--- src/rtl/ssf_params.svh ---
// Constants for the serial status, flag and data-port block.
// Assumes inclusion by the package, the design files, the checker and the bench.
`ifndef SSF_PARAMS_SVH
`define SSF_PARAMS_SVH

// Register addresses on the plain port
`define SSF_ADDR_CTRL 2'h0
`define SSF_ADDR_STAT 2'h1
`define SSF_ADDR_DATA 2'h2

// Control register fields
`define SSF_CR_RXIE 7
`define SSF_CR_MSTR 5
`define SSF_CR_TXIE 1
`define SSF_CR_EN 0
`define SSF_CR_RESET 8'h20

// Status and control register fields
`define SSF_SR_RXF 7
`define SSF_SR_ERROR_IRQ_ENABLE 6
`define SSF_SR_OVR 5
`define SSF_SR_SELECT_FAULT_FLAG 4
`define SSF_SR_TXE 3
`define SSF_SR_SELECT_FAULT_DETECT_ENABLE 2
`define SSF_SR_RATE_HI 1
`define SSF_SR_RATE_LO 0

// Divisors and the number of bits per byte
`define SSF_BD0 8'h02
`define SSF_BD1 8'h08
`define SSF_BD2 8'h20
`define SSF_BD3 8'h80
`define SSF_BITS 4'h8

`endif

--- src/rtl/ssf_pkg.sv ---
// Types for the serial status, flag and data-port block.
// Assumes the params header sits beside it.
`include "ssf_params.svh"

package ssf_pkg;

   typedef struct packed {
      logic [1:0] addr;
      logic [7:0] wdata;
      logic wr;
      logic rd;
   } ssf_bus_s;

   typedef struct packed {
      logic sclk_o;
      logic sclk_oe;
      logic mosi_o;
      logic mosi_oe;
      logic miso_o;
      logic miso_oe;
   } ssf_pins_s;

   typedef enum logic [1:0] {ST_IDLE, ST_SHIFT, ST_DONE} ssf_state_e;

endpackage : ssf_pkg

--- src/rtl/ssf_core.sv ---
// Serial status flags, interrupt gating, rate select and data port.
// Assumes a plain synchronous register port and synchronous pin inputs.
//
// Our own choices: the placing of the registers and the strobed register port.
`timescale 1ns/1ps
`include "ssf_params.svh"

module ssf_core (
   // Clock and reset
   input wire logic clk_sys,
   input wire logic rst_n,
   // Register port
   input wire ssf_pkg::ssf_bus_s bus,
   output logic [7:0] rdata,
   // Clock generator base enable
   input wire logic clockgen_base_clock,
   // Serial pins
   input wire logic sclk_i,
   input wire logic mosi_i,
   input wire logic miso_i,
   input wire logic select_n_i,
   output ssf_pkg::ssf_pins_s pins,
   output logic select_pin_gpio,
   // Interrupt requests
   output logic irq_rx,
   output logic irq_tx,
   output logic irq_err
);
   import ssf_pkg::*;

   ////////////////////////////////////////////////////////////////////////////
   // Registers

   logic [7:0] ctrl_q;
   logic rx_full_flag_q, overrun_flag_q, select_fault_flag_q, tx_empty_flag_q;
   logic error_irq_enable_q, select_fault_detect_enable_q;
   logic [1:0] rate_q;
   logic [7:0] tx_q, rx_q, shift_q;
   logic [3:0] bits_q;
   logic sclk_q, sel_prev_q, sclk_prev_q;
   logic tx_pending_q;
   logic seen_rxf_q, seen_ovr_q, seen_select_fault_flag_q;
   ssf_state_e state_q;

   logic enabled, master, slave_sel;
   logic wr_ctrl, wr_stat, wr_data, rd_stat, rd_data;
   logic byte_done, handoff, half_tick, fault_set;
   logic [7:0] stat_val;

   assign wr_ctrl = bus.wr && bus.addr == `SSF_ADDR_CTRL;
   assign wr_stat = bus.wr && bus.addr == `SSF_ADDR_STAT;
   assign wr_data = bus.wr && bus.addr == `SSF_ADDR_DATA;
   assign rd_stat = bus.rd && bus.addr == `SSF_ADDR_STAT;
   assign rd_data = bus.rd && bus.addr == `SSF_ADDR_DATA;

   assign enabled = ctrl_q[`SSF_CR_EN];
   assign master = enabled && ctrl_q[`SSF_CR_MSTR];
   assign slave_sel = enabled && !ctrl_q[`SSF_CR_MSTR] && !select_n_i;

   always_ff @(posedge clk_sys or negedge rst_n) begin
      if (!rst_n) begin
         ctrl_q <= `SSF_CR_RESET;
      end else if (wr_ctrl) begin
         ctrl_q <= bus.wdata;
      end
   end

   always_ff @(posedge clk_sys or negedge rst_n) begin
      if (!rst_n) begin
         error_irq_enable_q <= 1'b0;
      end else if (wr_stat) begin
         error_irq_enable_q <= bus.wdata[`SSF_SR_ERROR_IRQ_ENABLE];
      end
   end

   always_ff @(posedge clk_sys or negedge rst_n) begin
      if (!rst_n) begin
         select_fault_detect_enable_q <= 1'b0;
      end else if (wr_stat) begin
         select_fault_detect_enable_q <= bus.wdata[`SSF_SR_SELECT_FAULT_DETECT_ENABLE];
      end
   end

   always_ff @(posedge clk_sys or negedge rst_n) begin
      if (!rst_n) begin
         rate_q <= 2'h0;
      end else if (wr_stat) begin
         rate_q <= bus.wdata[`SSF_SR_RATE_HI:`SSF_SR_RATE_LO];
      end
   end

   // Transmit holding register; read side never sees it
   always_ff @(posedge clk_sys or negedge rst_n) begin
      if (!rst_n) begin
         tx_q <= 8'h00;
      end else if (wr_data) begin
         tx_q <= bus.wdata;
      end
   end

   ////////////////////////////////////////////////////////////////////////////
   // Shift engine, kept minimal (master samples on second edge, slave on the sclk_i rise)

   ssf_rate_div u_div (
      .clk_sys(clk_sys),
      .rst_n(rst_n),
      .run(master && state_q == ST_SHIFT),
      .base_tick(clockgen_base_clock),
      .rate_sel(rate_q),
      .half_tick(half_tick)
   );

   logic slave_edge;
   assign slave_edge = slave_sel && sclk_i && !sclk_prev_q;

   // Handoff happens when idle and a byte waits; slave only while selected
   // Limitation: a slave shifts nothing until software has written a byte
   assign handoff = state_q == ST_IDLE && tx_pending_q && (master || slave_sel);
   assign byte_done = state_q == ST_DONE;

   always_ff @(posedge clk_sys or negedge rst_n) begin
      if (!rst_n) begin
         state_q <= ST_IDLE;
         shift_q <= 8'h00;
         bits_q <= 4'h0;
         sclk_q <= 1'b0;
      end else if (!enabled) begin
         state_q <= ST_IDLE;
         sclk_q <= 1'b0;
         bits_q <= 4'h0;
      end else begin
         unique case (state_q)
            ST_IDLE: begin
               bits_q <= 4'h0;
               sclk_q <= 1'b0;
               if (handoff) begin
                  shift_q <= tx_q;
                  state_q <= ST_SHIFT;
               end
            end
            ST_SHIFT: begin
               if (master && half_tick) begin
                  sclk_q <= !sclk_q;
                  if (sclk_q) begin
                     shift_q <= {shift_q[6:0], miso_i};
                     bits_q <= bits_q + 4'h1;
                     if (bits_q == `SSF_BITS - 4'h1) begin
                        state_q <= ST_DONE;
                     end
                  end
               end else if (!master && slave_edge) begin
                  shift_q <= {shift_q[6:0], mosi_i};
                  bits_q <= bits_q + 4'h1;
                  if (bits_q == `SSF_BITS - 4'h1) begin
                     state_q <= ST_DONE;
                  end
               end else if (!master && !slave_sel) begin
                  // Deselected slave drops the partial byte
                  state_q <= ST_IDLE;
               end
            end
            ST_DONE: state_q <= ST_IDLE;
            default: state_q <= ST_IDLE;
         endcase
      end
   end

   always_ff @(posedge clk_sys or negedge rst_n) begin
      if (!rst_n) begin
         sclk_prev_q <= 1'b0;
         sel_prev_q <= 1'b1;
      end else begin
         sclk_prev_q <= sclk_i;
         sel_prev_q <= select_n_i;
      end
   end

   // Held byte survives overrun; newest byte discarded
   always_ff @(posedge clk_sys or negedge rst_n) begin
      if (!rst_n) begin
         rx_q <= 8'h00;
      end else if (byte_done && !rx_full_flag_q) begin
         rx_q <= shift_q;
      end
   end

   always_ff @(posedge clk_sys or negedge rst_n) begin
      if (!rst_n) begin
         tx_pending_q <= 1'b0;
      end else if (wr_data) begin
         tx_pending_q <= 1'b1;
      end else if (handoff) begin
         tx_pending_q <= 1'b0;
      end
   end

   ////////////////////////////////////////////////////////////////////////////
   // Status flags; a set in the clearing cycle wins

   always_ff @(posedge clk_sys or negedge rst_n) begin
      if (!rst_n) begin
         seen_rxf_q <= 1'b0;
      end else if (rd_stat) begin
         seen_rxf_q <= rx_full_flag_q;
      end else if (rd_data) begin
         seen_rxf_q <= 1'b0;
      end
   end

   always_ff @(posedge clk_sys or negedge rst_n) begin
      if (!rst_n) begin
         seen_ovr_q <= 1'b0;
      end else if (rd_stat) begin
         seen_ovr_q <= overrun_flag_q;
      end else if (rd_data) begin
         seen_ovr_q <= 1'b0;
      end
   end

   always_ff @(posedge clk_sys or negedge rst_n) begin
      if (!rst_n) begin
         seen_select_fault_flag_q <= 1'b0;
      end else if (rd_stat) begin
         seen_select_fault_flag_q <= select_fault_flag_q;
      end else if (wr_ctrl) begin
         seen_select_fault_flag_q <= 1'b0;
      end
   end

   always_ff @(posedge clk_sys or negedge rst_n) begin
      if (!rst_n) begin
         rx_full_flag_q <= 1'b0;
      end else if (byte_done && !rx_full_flag_q) begin
         rx_full_flag_q <= 1'b1;
      end else if (rd_data && seen_rxf_q) begin
         rx_full_flag_q <= 1'b0;
      end
   end

   always_ff @(posedge clk_sys or negedge rst_n) begin
      if (!rst_n) begin
         overrun_flag_q <= 1'b0;
      end else if (byte_done && rx_full_flag_q) begin
         overrun_flag_q <= 1'b1;
      end else if (rd_data && seen_ovr_q) begin
         overrun_flag_q <= 1'b0;
      end
   end

   // Detect enable only gates setting, never clears
   assign fault_set = enabled && select_fault_detect_enable_q && (
      (master && !select_n_i) ||
      (!ctrl_q[`SSF_CR_MSTR] && state_q == ST_SHIFT && select_n_i && !sel_prev_q));

   always_ff @(posedge clk_sys or negedge rst_n) begin
      if (!rst_n) begin
         select_fault_flag_q <= 1'b0;
      end else if (fault_set) begin
         select_fault_flag_q <= 1'b1;
      end else if (wr_ctrl && seen_select_fault_flag_q) begin
         select_fault_flag_q <= 1'b0;
      end
   end

   // Handoff wins over a same-cycle write, which software must not issue
   always_ff @(posedge clk_sys or negedge rst_n) begin
      if (!rst_n) begin
         tx_empty_flag_q <= 1'b1;
      end else if (handoff) begin
         tx_empty_flag_q <= 1'b1;
      end else if (wr_data) begin
         tx_empty_flag_q <= 1'b0;
      end
   end

   ////////////////////////////////////////////////////////////////////////////
   // Read data, one cycle after the strobe

   always_comb begin
      stat_val = 8'h00;
      stat_val[`SSF_SR_RXF] = rx_full_flag_q;
      stat_val[`SSF_SR_ERROR_IRQ_ENABLE] = error_irq_enable_q;
      stat_val[`SSF_SR_OVR] = overrun_flag_q;
      stat_val[`SSF_SR_SELECT_FAULT_FLAG] = select_fault_flag_q;
      stat_val[`SSF_SR_TXE] = tx_empty_flag_q;
      stat_val[`SSF_SR_SELECT_FAULT_DETECT_ENABLE] = select_fault_detect_enable_q;
      stat_val[`SSF_SR_RATE_HI:`SSF_SR_RATE_LO] = rate_q;
   end

   always_ff @(posedge clk_sys or negedge rst_n) begin
      if (!rst_n) begin
         rdata <= 8'h00;
      end else if (bus.rd) begin
         unique case (bus.addr)
            `SSF_ADDR_CTRL: rdata <= ctrl_q;
            `SSF_ADDR_STAT: rdata <= stat_val;
            `SSF_ADDR_DATA: rdata <= rx_q;
            default: rdata <= 8'h00;
         endcase
      end else begin
         rdata <= 8'h00;
      end
   end

   ////////////////////////////////////////////////////////////////////////////
   // Pins and interrupts

   always_comb begin
      pins.sclk_o = sclk_q;
      pins.sclk_oe = master;
      pins.mosi_o = shift_q[7];
      pins.mosi_oe = master;
      pins.miso_o = shift_q[7];
      pins.miso_oe = slave_sel;
   end

   assign select_pin_gpio = !enabled || (master && !select_fault_detect_enable_q);

   assign irq_rx = rx_full_flag_q && ctrl_q[`SSF_CR_RXIE];
   assign irq_tx = tx_empty_flag_q && ctrl_q[`SSF_CR_TXIE];
   assign irq_err = error_irq_enable_q && (overrun_flag_q || select_fault_flag_q);

endmodule : ssf_core

--- src/rtl/ssf_rate_div.sv ---
// Serial clock divider: one enable pulse per serial half period.
// Assumes clockgen_base_clock arrives as a one-cycle enable on clk_sys.
`timescale 1ns/1ps
`include "ssf_params.svh"

module ssf_rate_div (
   // Clock and reset
   input wire logic clk_sys,
   input wire logic rst_n,
   // Control
   input wire logic run,
   input wire logic base_tick,
   input wire logic [1:0] rate_sel,
   // Half-period pulse
   output logic half_tick
);
   logic [7:0] cnt_q;
   logic [7:0] rate_divisor;

   always_comb begin
      unique case (rate_sel)
         2'h0: rate_divisor = `SSF_BD0;
         2'h1: rate_divisor = `SSF_BD1;
         2'h2: rate_divisor = `SSF_BD2;
         2'h3: rate_divisor = `SSF_BD3;
      endcase
   end

   // Half period lasts rate_divisor base ticks, so full period is 2 x divisor
   always_ff @(posedge clk_sys or negedge rst_n) begin
      if (!rst_n) begin
         cnt_q <= 8'h00;
      end else if (!run) begin
         cnt_q <= 8'h00;
      end else if (base_tick) begin
         if (cnt_q == rate_divisor - 8'h01) begin
            cnt_q <= 8'h00;
         end else begin
            cnt_q <= cnt_q + 8'h01;
         end
      end
   end

   assign half_tick = run && base_tick && (cnt_q == rate_divisor - 8'h01);

endmodule : ssf_rate_div

--- config.mk ---
export PLATFORM = sky130hd
export DESIGN_NAME = ssf_core
export DESIGN_NICKNAME = d
export VERILOG_FILES = /design/src/rtl/ssf_pkg.sv /design/src/rtl/ssf_core.sv /design/src/rtl/ssf_rate_div.sv
export VERILOG_INCLUDE_DIRS = /design/src /design/src/rtl
export SDC_FILE = /design/constraint.sdc
export NUM_CORES = 1
export LEC_CHECK = 0
export BUFFER_PORTS_ARGS = -buffer_cell sky130_fd_sc_hd__buf_2
export CAP_MARGIN = 15
export CORE_AREA = 2 2 81 83
export CTS_CLUSTER_SIZE = 16
export DETAILED_ROUTE_END_ITERATION = 7
export DIE_AREA = 0 0 83 85
export PLACE_DENSITY = 0.73
export SKIP_CTS_REPAIR_TIMING = 1
export SKIP_LAST_GASP = 1
export SLEW_MARGIN = 20
export SYNTH_ARGS = -nofsm -noshare
export SYNTH_HDL_FRONTEND = slang
export SYNTH_SLANG_ARGS = --single-unit
export TNS_END_PERCENT = 10
--- constraint.sdc ---
create_clock -name clk_sys -period 3.1 [get_ports clk_sys]
set_input_delay 0.465 -clock clk_sys [delete_from_list [all_inputs] [get_ports clk_sys]]
set_output_delay 0.465 -clock clk_sys [all_outputs]
set_load 0.1 [all_outputs]
==> out/summary.txt, run 1 <==
Worst-Skew Late Latency = 0.34 ns
layout net count = 355
fin. max-slew vios = 0
min Tclk post-route = 2.48 ns
FMAX = 403 MHz
sw frac = 35.7%
Post-synth EDFFs = 0
area growth from synthesis to layout = 12.3%
Die Width = 83 um
clk buf depth = 2
Starting Density = 55.5%
diode count = 0
root buffer cell = clkbuf_8
Port Buffer Count = 36
worst vdd rail ir drop = 0.000449 V
dominant synthesized flop cell = dfrtp_1
DR WL/cell = 16.4 um
FF+latch count, synth = 69
final worst path period share = 80.0%
cts bufs inserted = 9
Slew headroom = 45.9%
clk slew on worst S/H paths = 0.08 ns
RSZ-0062 raised after global routing = no
die area = 7060 sq um
Crit. End Element = register
share of the synthesized area in the top cell type = 48.0%
Die H = 85 um
via-per-instance ratio = 5.78
Multi-input gate area = 1590 sq um
FFs w/ async S/R, synth = 100%
Vias = 2405
Post-Route WL = 6810 um
Yosys Warn Count = 0
Pint = 1.79 mW
CTS H-Tree Depth = 3
final hold viol count = 0
cells after synthesis = 303
fill count = 514
Reg power frac = 42.6%
Synth area leaders = dfrtp_1, mux2_2, nand2_1
NetSw = 995 uW
mapped cell area = 3440 sq um
Reg area = 1730 sq um
Ports = 37
ANT nets after route = 0
Static Leak = 1.85 nW
placed instance area = 3650 sq um
# rows = 29
drt pass-1 iters = 4
first-pass GRT wire length = 11300 um
Starting DRT DRC Count = 204
gr ovfl total = 0
Worst Path Class, Setup = reg -> reg
Syn Area/Cell = 11.4 sq um
CTS tree = built
vias in the first global route = 2244
Final Skew = 0.00720 ns
# setup viols final = 0
GRT Total Usage = 20.3%
clock sink count = 69
CP max FO = 11
TNS Setup = 0 ns
sequential area share after synthesis = 50.3%
Hold Crit Class = in -> async
Worst Tran Pin Value = 0.808 ns
Worst Path Required = 3.33 ns
Placer Congestion = 0.844
DRC viols = 0
DP HPWL = 4840 um
power density cells = 720 nW/um^2
Syn Nets = 324
total core area = 6200 sq um
initial antenna violation count = 0
cell taking the most area after synthesis = dfrtp_1
Final Cell Area = 3860 sq um
Arrival @ worst endpoint = 2.71 ns
clock power share = 28.6%
largest net degree at the start of global routing = 40
CP Launch Type = register
status = finished clean
layout cells sized above 1 = 31.9%
synth unique cells = 52
Comb pwr share = 28.8%
maxcap violations = 0
==> logic make-up after synthesis <==
kind of cell | synth area share, %
compound gates | 11.8
xor+xnor | 1.02
flops | 50.3
fa+ha+maj | 0.727
buf+inv | 3.56
mux | 17.4
simple gates | 15.2
==> cell type report <==
| type | count | area share, % |
|---|---|---|
| sequential | 69 | 44.8 |
| timing repair buffer | 39 | 5.57 |
| clock buffer | 10 | 3.30 |
| multi-input combinational | 210 | 41.1 |
| tap | 77 | 2.49 |
| clock inverter | 6 | 2.27 |
| inverter | 5 | 0.486 |
==> metal layers <==
metal  routed length (um)  vias to the layer above  track usage (%)  part of all wire (%)
met5                    0                        -                0                     0
met1                 3280                     1194             30.4                    48
li1                     -                     1154                -                     -
met3                  293                        5             4.28                   4.3
met4                   48                        0             7.45                  0.71
met2                 3180                       52             29.2                    47
==> cell usage in the layout (no fill, tap or decap), types with 3 or more instances in the layout <==
master      instances
dfrtp_1            66
o21ai_0            21
nand2_1            35
nand4_1             4
nor3b_1             6
nand3b_1            3
and2_1             11
mux2_2             35
dfstp_2             3
buf_2              36
clkbuf_8            9
mux2i_1            10
a22o_1              8
nor2_1             10
nand3_1             5
a21o_1              4
mux2_4              7
inv_1               5
clkinvlp_4          3
==> flip-flops by register name, summed over array words and instances, names as in the netlist, 2 cells and up <==
name / count
rx_q: 8
shift_q: 8
u_div.cnt_q: 8
tx_q: 8
bits_q: 4
rate_q: 2
state_q: 2
rdata: 8
ctrl_q: 8
==> synthesized netlist by cell type (4+ instances only) <==
master    instances
a21o_1            4
o21ai_0          22
nand4_1           4
mux2_4            7
clkbuf_1         10
nor2_1           10
buf_4             6
nor3b_1           6
dfrtp_1          66
mux2_2           35
a22o_1            8
nand2_1          35
nand3_1           5
inv_1             5
and2_1           11
mux2i_1          10
==> through the flow <==
| step | setup WS [ns] | total power, mW | std cells | hold WS, ns | utilization (%) |
|---|---|---|---|---|---|
| floorplan | 0.655 | 1.86 | 303 | 0.169 | - |
| global placement | 0.693 | 1.98 | 400 | 0.472 | 58.8 |
| detailed placement | 0.622 | 2.00 | 400 | 0.481 | 58.8 |
| CTS | 0.611 | 2.80 | 416 | 0.188 | 62.3 |
| global route | 0.479 | 2.91 | 416 | 0.235 | 62.3 |
| finish | 0.620 | 2.78 | 416 | 0.173 | 62.3 |
==> power groups by stage <==
stage / logic (mW) / registers, mW / clock network (mW)
6_report: 0.801 / 1.19 / 0.798
5_1_grt: 0.855 / 1.21 / 0.845
4_1_cts: 0.806 / 1.18 / 0.812
3_5_place_dp: 0.802 / 1.20 / 0
3_3_place_gp: 0.785 / 1.20 / 0
2_1_floorplan: 0.674 / 1.19 / 0
==> worst paths after layout <==
check	from	slack, ns	end	cells past startpoint
worst max-delay path	rate_q[1]	0.62	shift_q[4]	5
worst min-delay path	rst_n	0.17	u_div.cnt_q[2]	1
worst max register to register	rate_q[1]	0.62	shift_q[4]	5
worst min register to register	tx_empty_flag_q	0.51	tx_empty_flag_q	2
max in group asynchronous	rst_n	2.22	sel_prev_q	2
min in group clk_sys	sclk_i	0.25	sclk_prev_q	1
==> worst max-delay path, stage by stage (launching register included) <==
cell and delay [ns]:
dfrtp_1 0.49, or3_4 0.44, a221oi_4 0.43, a31oi_2 0.23
o21a_1 0.40, mux2_4 0.36
Note: power is estimated with default switching activity, not from simulation.
==> inputs of run 2 (changes only) <==
Clock period 3.1 ns to 2.5 ns, I/O delays scaled along.
==> out/summary.txt, run 2 (synthesis gave the netlist of run 1 again) <==
worst path bufs/invs = 0 (unchanged)
DP HPWL = 4790 um (-1.1%)
TNS Setup = 0 ns (unchanged)
Critical Path Max Stage Delay = 0.49 ns (about the same)
min Tclk post-route = 2.31 ns (-0.170 ns)
Worst Path Required = 2.74 ns (-0.59 ns)
hold_ws = 0.0246 ns (-0.149 ns)
Comb pwr share = 28.6% (-0.2 points)
CTS tree = built
RSZ-0062 raised after global routing = no
Final Skew = 0.00608 ns (-0.00112 ns)
Arrival @ worst endpoint = 2.55 ns (-0.16 ns)
diode count = 0 (unchanged)
# rows = 29 (unchanged)
layout cells sized above 1 = 32.9% (+1.1 points)
FMAX = 433 MHz (+7.4%)
DRC viols = 0 (unchanged)
Slew headroom = 56.3% (+10 points)
fill count = 515 (+0.19%)
power density cells = 894 nW/um^2 (+24%)
status = finished clean
ANT nets after route = 0 (unchanged)
root buffer cell = clkbuf_8
Vias = 2451 (+1.9%)
gr ovfl total = 0 (unchanged)
Crit. End Element = register
largest net degree at the start of global routing = 70 (+75%)
clk slew on worst S/H paths = 0.07 ns (about the same)
Die H = 85 um (unchanged)
Worst Tran Pin Value = 0.656 ns (-0.152 ns)
clock sink count = 69 (unchanged)
clock power share = 29.2% (+0.6 points)
first-pass GRT wire length = 11800 um (+4.6%)
worst-path cell chain = or3_4 > a221oi_4 > a31oi_2 > o21a_1 > mux2_4
Reg power frac = 42.1% (-0.5 points)
GRT Total Usage = 21.5% (+1.2 points)
Pint = 2.26 mW (+27%)
area growth from synthesis to layout = 13.6%
via-per-instance ratio = 5.84 (+0.94%)
clk buf depth = 2 (unchanged)
Worst-Skew Late Latency = 0.35 ns (about the same)
commonest non-fill, non-tap cell in the layout = dfrtp_1
fin. max-slew vios = 0 (unchanged)
sw frac = 35.2% (-0.49 points)
drt pass-1 iters = 4 (unchanged)
CP max FO = 11 (unchanged)
CTS H-Tree Depth = 3 (unchanged)
final worst path period share = 92.4% (+12 points)
cts bufs inserted = 9 (unchanged)
Placer Congestion = 0.819 (-3.0%)
Port Buffer Count = 36 (unchanged)
die area = 7060 sq um (unchanged)
worst vdd rail ir drop = 0.000613 V (+37%)
Critical-path top delay cell = dfrtp_1
initial antenna violation count = 0 (unchanged)
NetSw = 1.23 mW (+24%)
layout net count = 359 (+1.1%)
vias in the first global route = 2394 (+6.7%)
Hold Crit Class = in -> async
CP Launch Type = register
Starting Density = 55.5% (unchanged)
# setup viols final = 0 (unchanged)
Die Width = 83 um (unchanged)
Starting DRT DRC Count = 126 (-38%)
Ports = 37 (unchanged)
maxcap violations = 0 (unchanged)
most frequent cells in the layout = dfrtp_1, buf_2, nand2_1, mux2_2, o21ai_0
Static Leak = 1.88 nW (+2.0%)
Worst Path Class, Setup = reg -> reg
crit-path leading delay family = compound AO/OA/AOI/OAI gates
final hold viol count = 0 (unchanged)
total core area = 6200 sq um (unchanged)
DR WL/cell = 16.2 um (-1.1%)
Post-Route WL = 6800 um (-0.12%)
## run 2: final cells by class
class	count	area, sq um	share of cell area [%]
clock buffers	14	193	4.93
clock inverters	2	37.5	0.960
inverters	5	18.8	0.480
multi-input cells	210	1590	40.6
flip-flops and latches	69	1730	44.3
well taps	77	96.3	2.46
repair buffers	43	245	6.27
## run 2: layer usage
metal / wire length, um / GRT usage (%) / vias up
li1: - / - / 1161
met1: 3260 / 29.9 / 1217
met3: 363 / 4.38 / 14
met2: 3020 / 31.7 / 59
met5: 0 / 0 / -
met4: 160 / 11.9 / 0
## run 2: metrics by stage
step	instance area (sq um)	setup WS, ns	power (mW)	utilization, %	cells
6_report	3910	0.190	3.50	63.0	420
3_3_place_gp	3680	0.266	2.46	59.3	404
3_5_place_dp	3680	0.202	2.50	59.3	404
2_1_floorplan	3440	0.145	2.31	-	303
4_1_cts	3910	0.185	3.51	63.0	420
5_1_grt	3910	0.0740	3.67	63.0	420
## run 2: path summary, 6_finish.rpt
| path | from | to | slack, ns | cells after the start |
|---|---|---|---|---|
| max in group asynchronous | rst_n | tx_empty_flag_q | 2.14 | 2 |
| min reg2reg | tx_pending_q | tx_pending_q | 0.50 | 2 |
| max reg2reg | rate_q[1] | shift_q[3] | 0.19 | 5 |
| min | rst_n | u_div.cnt_q[7] | 0.02 | 2 |
| max | rate_q[1] | shift_q[3] | 0.19 | 5 |
| min in group clk_sys | sclk_i | sclk_prev_q | 0.15 | 1 |
## run 2: power by group through the flow
stage               combinational, mW  sequential (mW)  clock [mW]
floorplan                       0.835             1.47           0
global placement                0.983             1.48           0
CTS                              1.01             1.47        1.04
global route                     1.07             1.50        1.10
detailed placement               1.00             1.49           0
finish                           1.00             1.47        1.02
## run 2: worst reg2reg max path, delay by kind of cell (launching register included)
kind	cells	cell delay [ns]
AO/OA/AOI/OAI	3	0.90
flip-flops	1	0.49
multiplexers	1	0.37
AND/OR/NAND/NOR	1	0.45
==> inputs of run 3 (changes only) <==
Settings changed: ABC_CLOCK_PERIOD_IN_PS set to 2800, CAP_MARGIN 15 to not set, CORE_AREA 2 2 81 83 to 2 2 79 81, DIE_AREA 0 0 83 85 to 0 0 81 83, PLACE_DENSITY 0.73 to 0.77.
Clock period 2.5 ns to 2.8 ns, I/O delays scaled along.
==> out/summary.txt, run 3 (synthesis gave the netlist of run 1 again) <==
DP HPWL = 4820 um (+0.65%)
Vias = 2440 (-0.45%)
Hold Crit Class = in -> async
cts bufs inserted = 9 (unchanged)
Starting Density = 59.2% (+3.7 points)
post-route insts no fill = 416 (-0.95%)
maxcap violations = 0 (unchanged)
min Tclk post-route = 2.30 ns (-0.00788 ns)
Worst Path Required = 3.03 ns (+0.29 ns)
Slew headroom = 42.5% (-14 points)
first-pass GRT wire length = 12100 um (+2.2%)
Worst Path Class, Setup = reg -> reg
Arrival @ worst endpoint = 2.53 ns (-0.02 ns)
Static Leak = 1.87 nW (-0.81%)
FMAX = 434 MHz (+0.34%)
clock sink count = 69 (unchanged)
Worst-Skew Late Latency = 0.34 ns (about the same)
placed instance area = 3660 sq um (-0.48%)
die area = 6720 sq um (-4.7%)
post-placement cell count = 400 (-0.99%)
initial antenna violation count = 0 (unchanged)
Die H = 83 um (-2.4%)
TNS Setup = 0 ns (unchanged)
diode count = 0 (unchanged)
status = finished clean
worst path bufs/invs = 0 (unchanged)
Critical-path top delay cell = or4_1
Post-Route WL = 6950 um (+2.2%)
Starting DRT DRC Count = 185 (+47%)
Port Buffer Count = 36 (unchanged)
clk slew on worst S/H paths = 0.08 ns (about the same)
root buffer cell = clkbuf_8
GRT Total Usage = 23.3% (+1.8 points)
fin. max-slew vios = 0 (unchanged)
clk buf depth = 2 (unchanged)
# rows = 28 (-3.4%)
crit-path leading delay family = simple AND/OR/NAND/NOR gates
layout cells sized above 1 = 32.6% (-0.39 points)
total core area = 5820 sq um (-6.3%)
worst vdd rail ir drop = 0.000543 V (-11%)
Critical Path Max Stage Delay = 0.59 ns (+0.10 ns)
commonest non-fill, non-tap cell in the layout = dfrtp_1
power density cells = 800 nW/um^2 (-11%)
most frequent cells in the layout = dfrtp_1, buf_2, nand2_1, mux2_2, o21ai_0
Final Cell Area = 3880 sq um (-0.64%)
Worst Tran Pin Value = 0.859 ns (+0.203 ns)
worst-path cell chain = or4_1 > nand3_2 > a31oi_2 > o21a_1 > mux2_4
drt pass-1 iters = 4 (unchanged)
DR WL/cell = 16.7 um (+3.1%)
Crit. End Element = register
vias in the first global route = 2497 (+4.3%)
CP Launch Type = register
Finished Core Util = 66.8% (+3.8 points)
Final Skew = 0.00877 ns (+0.00269 ns)
Ports = 37 (unchanged)
layout net count = 357 (-0.56%)
largest net degree at the start of global routing = 40 (-43%)
gr ovfl total = 0 (unchanged)
CP max FO = 11 (unchanged)
# setup viols final = 0 (unchanged)
RSZ-0062 raised after global routing = no
ANT nets after route = 0 (unchanged)
area growth from synthesis to layout = 12.9%
DRC viols = 0 (unchanged)
CTS tree = built
CTS H-Tree Depth = 3 (unchanged)
via-per-instance ratio = 5.87 (+0.51%)
final hold viol count = 0 (unchanged)
Die Width = 81 um (-2.4%)
Placer Congestion = 0.804 (-1.9%)
final worst path period share = 82.2% (-10 points)
[run 3: worst paths after layout]
kind	cells past startpoint	from	endpoint	slack, ns
setup / recovery	5	rate_q[1]	shift_q[5]	0.50
hold / removal	1	rst_n	u_div.cnt_q[7]	0.13
setup reg to reg	5	rate_q[1]	shift_q[5]	0.50
hold reg to reg	1	rx_q[0]	rx_q[0]	0.51
max in group asynchronous	2	rst_n	tx_empty_flag_q	1.96
min in group clk_sys	1	sclk_i	sclk_prev_q	0.20
[run 3: area by class of cell]
cell class	instances	area (sq um)
multi-input combinational	210	1590
timing repair buffer	41	230
fill	457	1930
clock inverter	7	98.8
inverter	5	18.8
sequential	69	1730
clock buffer	9	124
tap	75	93.8
[run 3: routing by layer]
metal	share of wire [%]	global-route usage, %	routed length, um	up-vias
met5	0	0	0	-
met4	2.5	10.8	172	0
met3	4.4	4.24	305	15
met2	46	34.5	3190	61
met1	47	33.1	3280	1203
li1	-	-	-	1161
[run 3: power by group]
group | leakage, nW | internal (mW) | switching (mW)
clock network | 0.110 | 0.506 | 0.398
logic | 0.873 | 0.323 | 0.569
registers | 0.886 | 1.16 | 0.153
total | 1.87 | 1.99 | 1.12
[run 3: through the flow]
step,total power [mW],setup slack (ns),hold slack [ns]
floorplan,2.06,0.400,0.124
global placement,2.19,0.574,0.472
detailed placement,2.22,0.515,0.484
CTS,3.13,0.506,0.144
global route,3.25,0.369,0.189
finish,3.11,0.498,0.126
